<file path="config.mk">
export PLATFORM = sky130hd
export DESIGN_NAME = dvr_vbi_ctrl
export DESIGN_NICKNAME = d
export VERILOG_FILES = /design/src/design/dvr_vbi_ctrl.v
export VERILOG_INCLUDE_DIRS = /design/src /design/src/inc
export SDC_FILE = /design/constraint.sdc
export NUM_CORES = 1
export LEC_CHECK = 0
export ABC_AREA = 0
export ABC_CLOCK_PERIOD_IN_PS = 4400
export BUFFER_PORTS_ARGS = -buffer_cell sky130_fd_sc_hd__buf_2
export CORE_UTILIZATION = 35
export CTS_BUF_LIST = sky130_fd_sc_hd__clkbuf_16
export DETAILED_ROUTE_END_ITERATION = 8
export PLACE_DENSITY_LB_ADDON = 0.15
export SYNTH_ARGS = -nofsm -noshare
export SYNTH_HDL_FRONTEND = slang
export SYNTH_SLANG_ARGS = --single-unit
</file>
<file path="constraint.sdc">
create_clock -name ref_clk_i -period 4.4 [get_ports ref_clk_i]
set_input_delay 0.88 -clock ref_clk_i [delete_from_list [all_inputs] [get_ports ref_clk_i]]
set_output_delay 0.88 -clock ref_clk_i [all_outputs]
set_load 0.005 [all_outputs]
</file>
<file path="src/inc/dvr_regs.vh">
// Register map, field positions, reset values and stream codes of the decoder status block.
`ifndef DVR_REGS_VH
`define DVR_REGS_VH

// ====================
// Register sub-addresses
// ====================
`define DVR_ADDR_IRQ_MASK     8'h0f  // Interrupt mask register.
`define DVR_ADDR_PENDING      8'h10  // Event pending flags, write one to clear.
`define DVR_ADDR_RAW_CTRL     8'h11  // Raw VBI capture control.
`define DVR_ADDR_LMASK_LO     8'h15  // Line mask bits 7..0.
`define DVR_ADDR_LMASK_MID    8'h16  // Line mask bits 15..8.
`define DVR_ADDR_LMASK_HI     8'h17  // Line mask bits 18..16.

// ====================
// Event pending flag positions
// ====================
`define DVR_EV_GENLOCK        7      // Genlock lost.
`define DVR_EV_SIGNAL         6      // Input signal lost.
`define DVR_EV_CAPTION        5      // New closed caption bytes.
`define DVR_EV_WIDESCREEN     4      // New widescreen signalling data.
`define DVR_EV_TELETEXT       3      // Teletext seen in this field.
`define DVR_EV_COPY_PROTECT   2      // Copy-protection status changed.
`define DVR_EV_STD_DETECT     1      // Video standard auto-detect done.
`define DVR_EV_FIELD          0      // New field started.

// ====================
// Raw_vbi_capture_control field positions
// ====================
`define DVR_CTL_PREAMBLE      3      // Preamble enable.
`define DVR_CTL_WHOLE_FIELD   2      // Whole field capture.
`define DVR_CTL_EVEN_FIELD    1      // Even field capture.
`define DVR_CTL_ODD_FIELD     0      // Odd field capture.
`define DVR_CTL_USED_MASK     8'h0f  // Bits 7..4 are reserved and read zero.

// ====================
// Reset values
// ====================
`define DVR_RST_IRQ_MASK      8'h00
`define DVR_RST_PENDING       8'h00
`define DVR_RST_RAW_CTRL      8'h00
`define DVR_RST_LMASK_LO      8'hfe
`define DVR_RST_LMASK_MID     8'h1f
`define DVR_RST_LMASK_HI      8'h00
`define DVR_LMASK_HI_USED     8'h07  // Bits 7..3 of the high mask are reserved.

// ====================
// Preamble byte values
// ====================
`define DVR_PRE_FIRST         8'hff  // Opening byte of a line preamble.
`define DVR_PRE_LAST          8'h00  // Closing byte of a line preamble.

`endif

</file>
<file path="src/design/dvr_vbi_ctrl.v">
// Interrupt pending flags, raw VBI capture control and the raw VBI output stream buffer.
`timescale 1ns/1ns
`include "dvr_regs.vh"

// ====================
// Synchronous FIFO with valid and ready on both sides
// ====================
module dvr_fifo #(
    parameter WIDTH = 8,                   // Word width in bits.
    parameter DEPTH = 32,                  // Number of words held.
    parameter AW    = 5                    // Pointer width, log2 of DEPTH.
) (
    input  wire             ref_clk_i,     // Pixel clock.
    input  wire             reset_n_i,     // Synchronous reset, active low.
    input  wire             in_valid_i,    // Writer offers a word.
    output wire             in_ready_o,    // FIFO can take a word.
    input  wire [WIDTH-1:0] in_data_i,     // Word offered.
    output wire             out_valid_o,   // FIFO holds a word.
    input  wire             out_ready_i,   // Reader takes the word.
    output wire [WIDTH-1:0] out_data_o     // Oldest word.
);
    reg [WIDTH-1:0] mem_q [0:DEPTH-1];     // Word storage.
    reg [AW-1:0]    wr_ptr_q;              // Next write slot.
    reg [AW-1:0]    rd_ptr_q;              // Next read slot.
    reg [AW:0]      count_q;               // Words held.
    wire push = in_valid_i && in_ready_o;  // A word enters this cycle.
    wire pop  = out_valid_o && out_ready_i; // A word leaves this cycle.
    // Full and empty come straight from the occupancy count.
    assign in_ready_o  = (count_q != DEPTH[AW:0]);
    assign out_valid_o = (count_q != {(AW+1){1'b0}});
    assign out_data_o  = mem_q[rd_ptr_q];
    // Storage write; no reset is needed on the array itself.
    always @(posedge ref_clk_i) begin
        if (push) begin
            mem_q[wr_ptr_q] <= in_data_i;
        end
    end
    // Pointers and occupancy count.
    always @(posedge ref_clk_i) begin
        if (!reset_n_i) begin
            wr_ptr_q <= {AW{1'b0}};
            rd_ptr_q <= {AW{1'b0}};
            count_q  <= {(AW+1){1'b0}};
        end else begin
            if (push) begin
                wr_ptr_q <= wr_ptr_q + 1'b1;
            end
            if (pop) begin
                rd_ptr_q <= rd_ptr_q + 1'b1;
            end
            if (push && !pop) begin
                count_q <= count_q + 1'b1;
            end else if (pop && !push) begin
                count_q <= count_q - 1'b1;
            end
        end
    end
endmodule

// ====================
// Status and raw_vbi_capture_control block
// ====================
// Overview of operation
// - Genlock loss sets pending bit 7.
// - Signal loss sets bit 6; resets zero.
// - New caption bytes set pending bit 5.
// - New widescreen data sets pending bit 4.
// - Teletext in field sets bit 3.
// - Copy-protect status change sets bit 2.
// - Standard auto-detect success sets bit 1.
// - Each new field sets pending bit 0.
// - Host writes one to clear a bit.
// - Mask bit gates each cause's interrupt.
// - Preamble FF, count, count, 00 when enabled.
// - First count: zero, field, line high bits.
// - Second count: zeros, line low bits.
// - Bit6 even parity, bit7 its inverse.
// - Whole field or line masks select lines.
// - Even field bit enables even lines.
// - Odd field bit enables odd lines.
// - Each line mask bit enables one line.
module dvr_vbi_ctrl #(
    parameter FIFO_DEPTH      = 32,        // Raw VBI output buffer depth.
    parameter FIFO_AW         = 5,         // Log2 of the buffer depth.
    parameter MASK_FIRST_ODD  = 9,         // Line count of mask bit 0, odd field.
    parameter MASK_FIRST_EVEN = 9          // Line count of mask bit 0, even field.
) (
    input  wire        ref_clk_i,          // Pixel clock.
    input  wire        reset_n_i,          // Synchronous reset, active low.
    // Register access from the serial control interface.
    input  wire [7:0]  reg_addr_i,         // Sub-address.
    input  wire        reg_wr_i,           // Write strobe.
    input  wire [7:0]  reg_wdata_i,        // Write data.
    input  wire        reg_rd_i,           // Read strobe.
    output reg  [7:0]  reg_rdata_o,        // Read data, valid the cycle after the strobe.
    // Decoder events, one-cycle pulses except the copy-protect status.
    input  wire        genlock_lost_i,     // Genlock to the input was lost.
    input  wire        signal_lost_i,      // Input video signal was lost.
    input  wire        caption_new_i,      // Caption data registers refreshed.
    input  wire        widescreen_signalling_new_i, // Widescreen data registers refreshed.
    input  wire        teletext_seen_i,    // Teletext found in the current field.
    input  wire [2:0]  copy_protect_detect_i, // Copy-protect detection status.
    input  wire        std_detect_done_i,  // Standard auto-detect succeeded.
    input  wire        field_start_i,      // A new field begins.
    output wire        irq_o,              // Interrupt request, active high.
    // Raw VBI sample input.
    input  wire        line_start_i,       // A new video line begins.
    input  wire [8:0]  line_count_i,       // Line count within the field.
    input  wire        field_even_i,       // Current field is even.
    input  wire        samp_valid_i,       // Raw sample offered.
    output wire        samp_ready_o,       // Raw sample taken.
    input  wire [7:0]  samp_data_i,        // Raw sample.
    // Raw VBI output stream.
    output wire        vbi_valid_o,        // Stream byte available.
    input  wire        vbi_ready_i,        // Consumer takes the byte.
    output wire [7:0]  vbi_data_o          // Stream byte.
);
    // One-hot capture states.
    localparam [5:0] ST_IDLE = 6'h01;      // Line not captured.
    localparam [5:0] ST_PRE0 = 6'h02;      // Opening preamble byte.
    localparam [5:0] ST_PRE1 = 6'h04;      // First count byte.
    localparam [5:0] ST_PRE2 = 6'h08;      // Second count byte.
    localparam [5:0] ST_PRE3 = 6'h10;      // Closing preamble byte.
    localparam [5:0] ST_DATA = 6'h20;      // Raw samples pass through.
    localparam [23:0] LMASK_RST = {`DVR_RST_LMASK_HI, `DVR_RST_LMASK_MID, `DVR_RST_LMASK_LO};

    // ====================
    // Registers
    // ====================
    reg  [7:0]  irq_mask_q;                // Interrupt mask.
    reg  [7:0]  pending_q;                 // Event pending flags.
    reg  [7:0]  pending_d;                 // Next pending flags.
    reg  [7:0]  raw_ctrl_q;                // Raw VBI capture control.
    reg  [18:0] line_mask_q;               // Per-line capture enables.
    reg  [2:0]  copy_protect_prev_q;       // Copy-protect status last cycle.
    reg  [5:0]  state_q;                   // Capture state.
    reg  [5:0]  state_d;                   // Next capture state.
    reg  [8:0]  line_q;                    // Line count latched at line start.
    reg         field_q;                   // Field latched at line start.
    reg         take_line;                 // The starting line is captured.
    reg  [8:0]  mask_idx;                  // Line offset into the mask.
    reg  [7:0]  push_data;                 // Byte offered to the buffer.
    reg         push_valid;                // Byte offer valid.
    wire        push_ready;                // Buffer can take a byte.
    wire [7:0]  events;                    // Event pulses in flag order.
    wire [5:0]  cnt_high_low;              // Low six bits of the first count byte.
    wire [5:0]  cnt_low_low;               // Low six bits of the second count byte.
    wire [7:0]  preamble_count_high;       // First count byte.
    wire [7:0]  preamble_count_low;        // Second count byte.

    // Gather the event pulses into flag positions.
    assign events[`DVR_EV_GENLOCK]      = genlock_lost_i;
    assign events[`DVR_EV_SIGNAL]       = signal_lost_i;
    assign events[`DVR_EV_CAPTION]      = caption_new_i;
    assign events[`DVR_EV_WIDESCREEN]   = widescreen_signalling_new_i;
    assign events[`DVR_EV_TELETEXT]     = teletext_seen_i;
    assign events[`DVR_EV_COPY_PROTECT] =
        (copy_protect_detect_i != copy_protect_prev_q);
    assign events[`DVR_EV_STD_DETECT]   = std_detect_done_i;
    assign events[`DVR_EV_FIELD]        = field_start_i;

    // A written one clears its flag, a zero leaves it; a new event wins over a clear.
    always @* begin
        pending_d = pending_q;
        if (reg_wr_i && (reg_addr_i == `DVR_ADDR_PENDING)) begin
            pending_d = pending_q & ~reg_wdata_i;
        end
        pending_d = pending_d | events;
    end

    // Interrupt request follows any flag whose mask bit is set.
    assign irq_o = |(pending_q & irq_mask_q);

    // Register writes, flag update and copy-protect history.
    always @(posedge ref_clk_i) begin
        if (!reset_n_i) begin
            irq_mask_q          <= `DVR_RST_IRQ_MASK;
            pending_q           <= `DVR_RST_PENDING;
            raw_ctrl_q          <= `DVR_RST_RAW_CTRL;
            line_mask_q         <= LMASK_RST[18:0];
            copy_protect_prev_q <= copy_protect_detect_i; // No false change at release.
        end else begin
            pending_q           <= pending_d;
            copy_protect_prev_q <= copy_protect_detect_i;
            if (reg_wr_i) begin
                case (reg_addr_i)
                    `DVR_ADDR_IRQ_MASK:  irq_mask_q <= reg_wdata_i;
                    `DVR_ADDR_RAW_CTRL:  raw_ctrl_q <= reg_wdata_i & `DVR_CTL_USED_MASK;
                    `DVR_ADDR_LMASK_LO:  line_mask_q[7:0] <= reg_wdata_i;
                    `DVR_ADDR_LMASK_MID: line_mask_q[15:8] <= reg_wdata_i;
                    `DVR_ADDR_LMASK_HI:  line_mask_q[18:16] <= reg_wdata_i[2:0];
                    default:             ; // Pending writes are handled above; other sub-addresses belong to other blocks.
                endcase
            end
        end
    end

    // Registered read data; unmapped sub-addresses read zero.
    always @(posedge ref_clk_i) begin
        if (!reset_n_i) begin
            reg_rdata_o <= 8'h00;
        end else if (reg_rd_i) begin
            case (reg_addr_i)
                `DVR_ADDR_IRQ_MASK:  reg_rdata_o <= irq_mask_q;
                `DVR_ADDR_PENDING:   reg_rdata_o <= pending_q;
                `DVR_ADDR_RAW_CTRL:  reg_rdata_o <= raw_ctrl_q;
                `DVR_ADDR_LMASK_LO:  reg_rdata_o <= line_mask_q[7:0];
                `DVR_ADDR_LMASK_MID: reg_rdata_o <= line_mask_q[15:8];
                `DVR_ADDR_LMASK_HI:  reg_rdata_o <= {5'h00, line_mask_q[18:16]};
                default:             reg_rdata_o <= 8'h00;
            endcase
        end
    end

    // ====================
    // Line selection
    // ====================
    // Decide at line start whether the line enters the raw stream.
    always @* begin
        if (field_even_i) begin
            mask_idx = line_count_i - MASK_FIRST_EVEN[8:0];
        end else begin
            mask_idx = line_count_i - MASK_FIRST_ODD[8:0];
        end
        // Each mask bit enables exactly one line of the field.
        take_line = raw_ctrl_q[`DVR_CTL_WHOLE_FIELD] ||
                    ((mask_idx < 9'd19) && line_mask_q[mask_idx[4:0]]);
        if (field_even_i) begin
            take_line = take_line && raw_ctrl_q[`DVR_CTL_EVEN_FIELD];
        end else begin
            take_line = take_line && raw_ctrl_q[`DVR_CTL_ODD_FIELD];
        end
    end

    // ====================
    // Preamble count bytes
    // ====================
    assign cnt_high_low = {1'b0, field_q, line_q[7:4]};
    assign cnt_low_low  = {2'b00, line_q[3:0]};
    assign preamble_count_high = {~(^cnt_high_low), ^cnt_high_low,
                                  cnt_high_low};
    assign preamble_count_low  = {~(^cnt_low_low), ^cnt_low_low,
                                  cnt_low_low};

    // ====================
    // Capture sequencer
    // ====================
    // Choose the byte offered to the buffer and the next state.
    always @* begin
        state_d    = state_q;
        push_valid = 1'b0;
        push_data  = samp_data_i;
        case (state_q)
            ST_IDLE: begin
                // Samples of an unselected line are dropped.
            end
            ST_PRE0: begin
                push_valid = 1'b1;
                push_data  = `DVR_PRE_FIRST;
                if (push_ready) begin
                    state_d = ST_PRE1;
                end
            end
            ST_PRE1: begin
                push_valid = 1'b1;
                push_data  = preamble_count_high;
                if (push_ready) begin
                    state_d = ST_PRE2;
                end
            end
            ST_PRE2: begin
                push_valid = 1'b1;
                push_data  = preamble_count_low;
                if (push_ready) begin
                    state_d = ST_PRE3;
                end
            end
            ST_PRE3: begin
                push_valid = 1'b1;
                push_data  = `DVR_PRE_LAST;
                if (push_ready) begin
                    state_d = ST_DATA;
                end
            end
            ST_DATA: begin
                push_valid = samp_valid_i;
            end
            default: begin
                state_d = ST_IDLE;
            end
        endcase
        // A new line restarts the sequence whatever state it finds.
        if (line_start_i) begin
            if (!take_line) begin
                state_d = ST_IDLE;
            end else if (raw_ctrl_q[`DVR_CTL_PREAMBLE]) begin
                state_d = ST_PRE0;
            end else begin
                state_d = ST_DATA;
            end
        end
    end

    // Samples stall while the preamble is being sent or the buffer is full.
    assign samp_ready_o = (state_q == ST_IDLE) || ((state_q == ST_DATA) && push_ready);

    // State and line latch.
    always @(posedge ref_clk_i) begin
        if (!reset_n_i) begin
            state_q <= ST_IDLE;
            line_q  <= 9'h000;
            field_q <= 1'b0;
        end else begin
            state_q <= state_d;
            if (line_start_i) begin
                line_q  <= line_count_i;
                field_q <= field_even_i;
            end
        end
    end

    // Output buffer in the stream path.
    dvr_fifo #(
        .WIDTH (8),
        .DEPTH (FIFO_DEPTH),
        .AW    (FIFO_AW)
    ) u_fifo (
        .ref_clk_i   (ref_clk_i),
        .reset_n_i   (reset_n_i),
        .in_valid_i  (push_valid && !line_start_i),
        .in_ready_o  (push_ready),
        .in_data_i   (push_data),
        .out_valid_o (vbi_valid_o),
        .out_ready_i (vbi_ready_i),
        .out_data_o  (vbi_data_o)
    );
endmodule

</file>
==> impl_metrics.ini <==
[run_status]
status = finished clean

[routing]
vias_per_cell = 5.18
ant_nets = 0
dr.pass1.iters = 5
drtIter0Drc = 461
routed_wl_um = 33800
vias = 8158
wire_per_inst_um = 21.4
drc = 0

[critical_path]
cp-start-kind = flip-flop
crit_type = reg -> out
arrival_ns = 2.81
crit_fanout = 19
cp_data_required_time_ns = 3.52
crit_path_end_kind = primary output

[floorplanning]
core-area_mm2 = 0.0401
die_h_um = 204
ioPinCount = 70
initial_core_util_pct = 35.8
fp.dieW_um = 204
num_rows = 73
die-area_mm2 = 0.0418

[synthesis]
syn_nets = 996
synth_top_cell_by_area = edfxtp_1
yosysSeqAreaShare_pct = 65.6
synth_cell_types = 67
synth_top_flop_cell = edfxtp_1
synth_edf_count = 256
synthesis.area_mm2 = 0.0143
synth_top_area_share_pct = 53.6
synth_area_leaders = edfxtp_1, mux4_2, dfxtp_1
yosysMostFrequentCell = edfxtp_1
synth.avg_cell_area_um2 = 15.4
synthTopCellsByCount = edfxtp_1, dfxtp_1, mux4_2
synth_warnings = 0
synthArstFlopShare_pct = 0
synth_cells = 933
synth_seq_cells = 342

[power_and_ir_drop]
sw_frac_of_total_pct = 25.1
p_comb_share_pct = 15.9
clockPowerShare_pct = 38.1
p_leak_nw = 5.52
p_seq_share_pct = 46.0
switching_power_mw = 1.94
internal-power_mw = 5.80
ir_drop_mv = 0.248
power.density_mw_per_mm2 = 469

[sta]
worst_pin_slew_ns = 1.10
fin_crit_sh_pct = 83.8
rsz0062_at_grt = no
layout_setup_ws_ns = 0.714
tns_ns = 0
max_slew_margin_pct = 26.5
setup_viol = 0
skew_ns = 0.0250
hold_viol = 0
slew_violations = 0
max_freq_ghz = 0.271
min_period_ns = 3.69

[placed_design]
globalplace.congestion = 0.806
dp_worst_setup_slack_ns = 0.946
port_buffers = 69
hpwl_um = 21300

[clock_network]
clock_latency_ns = 0.55
clkTransAtPathRegs_ns = 0.06
numCtsBuffers = 38
cts_setup_buffers = 0
cts_tree = built
hold_buffers = 0
clock-root-buffer = clkbuf_16
cts_resized = 0
ctsHtreeMaxLevel = 2
cts_buffer_depth = 3
clkSinkCount = 342

[flow_run]
drv_cap = 0

[grt]
grt_pass1_vias = 8242
use_met3_pct = 3.00
grt.busiest_layer = met2
grt_overflow = 0
track_usage_pct = 16.6
grt_antenna_before_repair = 2
grt_start_max_net_pins = 65
grt_pass1_wl_um = 51500
gr-usage-met1_pct = 22.8
grtUsageMet2_pct = 26.9

[layout]
antenna_cells = 0
final_util_pct = 41.2
layout-drive-gt1-share_pct = 25.1
nNetsFinal = 1084
area_growth_pct = 15.2
fill_cells = 3624

[worst_hold_path]
hold_class = in -> reg
[per-layer routing]
layer,routed length (um),part of all wire [%]
met5,18,0.053
met4,656,1.9
met3,1800,5.3
met2,16000,48
met1,15200,45
[power groups by stage]
stage          sequential [mW]  clock, mW  combinational, mW
2_1_floorplan             3.61          0              0.935
3_3_place_gp              3.63          0               1.26
3_5_place_dp              3.63          0               1.26
4_1_cts                   3.56       3.03               1.26
5_1_grt                   3.57       3.14               1.36
6_report                  3.56       2.95               1.24
[logic make-up (layout without fill, tap and decap cells)]
group / after synthesis / count (layout) / synth area share (%)
DFF: 342 / 342 / 65.6
adders and majority gates: 12 / 12 / 1.10
xor gates and xnor gates: 24 / 24 / 1.47
and+or+nand+nor: 255 / 255 / 8.43
muxes: 117 / 117 / 15.6
buffers and inverters: 63 / 179 / 1.96
AOI/OAI and AO/OA: 120 / 120 / 5.80
[flip-flops by register name, indices dropped and copies added, names as in the netlist, named ones only]
signal	count
u_fifo.wr_ptr_q	5
reg_rdata_o	8
field_q	1
u_fifo.rd_ptr_q	5
line_mask_q	19
state_q	6
irq_mask_q	8
line_q	8
copy_protect_prev_q	3
pending_q	8
u_fifo.count_q	6
raw_ctrl_q	4
u_fifo.mem_q	256
[placed cells by master, fill, tap and decap left out, drive strengths merged, types with 22 or more instances in the layout]
cell and n:
buf 99, edfxtp 256, dfxtp 86, clkbuf 39, nand3 35, mux4 84
a21oi 32, a22oi 22, nor2 77, nand2 80
[metrics by stage]
step | cell area [um2] | power (mW) | cells | hold WS (ns)
final | 16500 | 7.75 | 1574 | 0.475
after global placement | 15400 | 4.89 | 1506 | 0.459
after global routing | 16500 | 8.06 | 1574 | 0.453
after CTS | 16500 | 7.86 | 1574 | 0.448
after floorplan | 14300 | 4.55 | 933 | 0.444
after detailed placement | 15400 | 4.89 | 1506 | 0.467
[worst max-delay path, stage by stage (launching register included)]
cell,delay [ns]
dfxtp_4,0.35
buf_4,0.35
mux4_2,0.60
mux4_2,0.54
mux2_2,0.30
buf_2,0.13
[path summary, 6_finish.rpt]
path	startpoint	end	slack, ns	cells after the start
worst max-delay path	flip-flop	vbi_data_o[2]	0.71	5
worst min register to register	line_mask_q[0]$_SDFFE_PN0P_	line_mask_q[0]$_SDFFE_PN0P_	0.48	2
worst max register to register	u_fifo.count_q[0]$_SDFFE_PN0P_	u_fifo.count_q[5]$_SDFFE_PN0P_	0.99	13
worst min-delay path	copy_protect_detect_i[2]	copy_protect_prev_q[2]$_DFF_P_	0.48	1
[layout make-up]
| cell class | instances | area (um2) | share of cell area, % |
|---|---|---|---|
| clock buffer | 39 | 976 | 5.91 |
| inverter | 12 | 45.0 | 0.273 |
| clock inverter | 29 | 178 | 1.08 |
| timing repair buffer | 99 | 596 | 3.61 |
| sequential | 342 | 9410 | 57.0 |
| tap | 525 | 657 | 3.98 |
| multi-input combinational | 528 | 4650 | 28.1 |
Note: power is estimated with default switching activity, not from simulation.
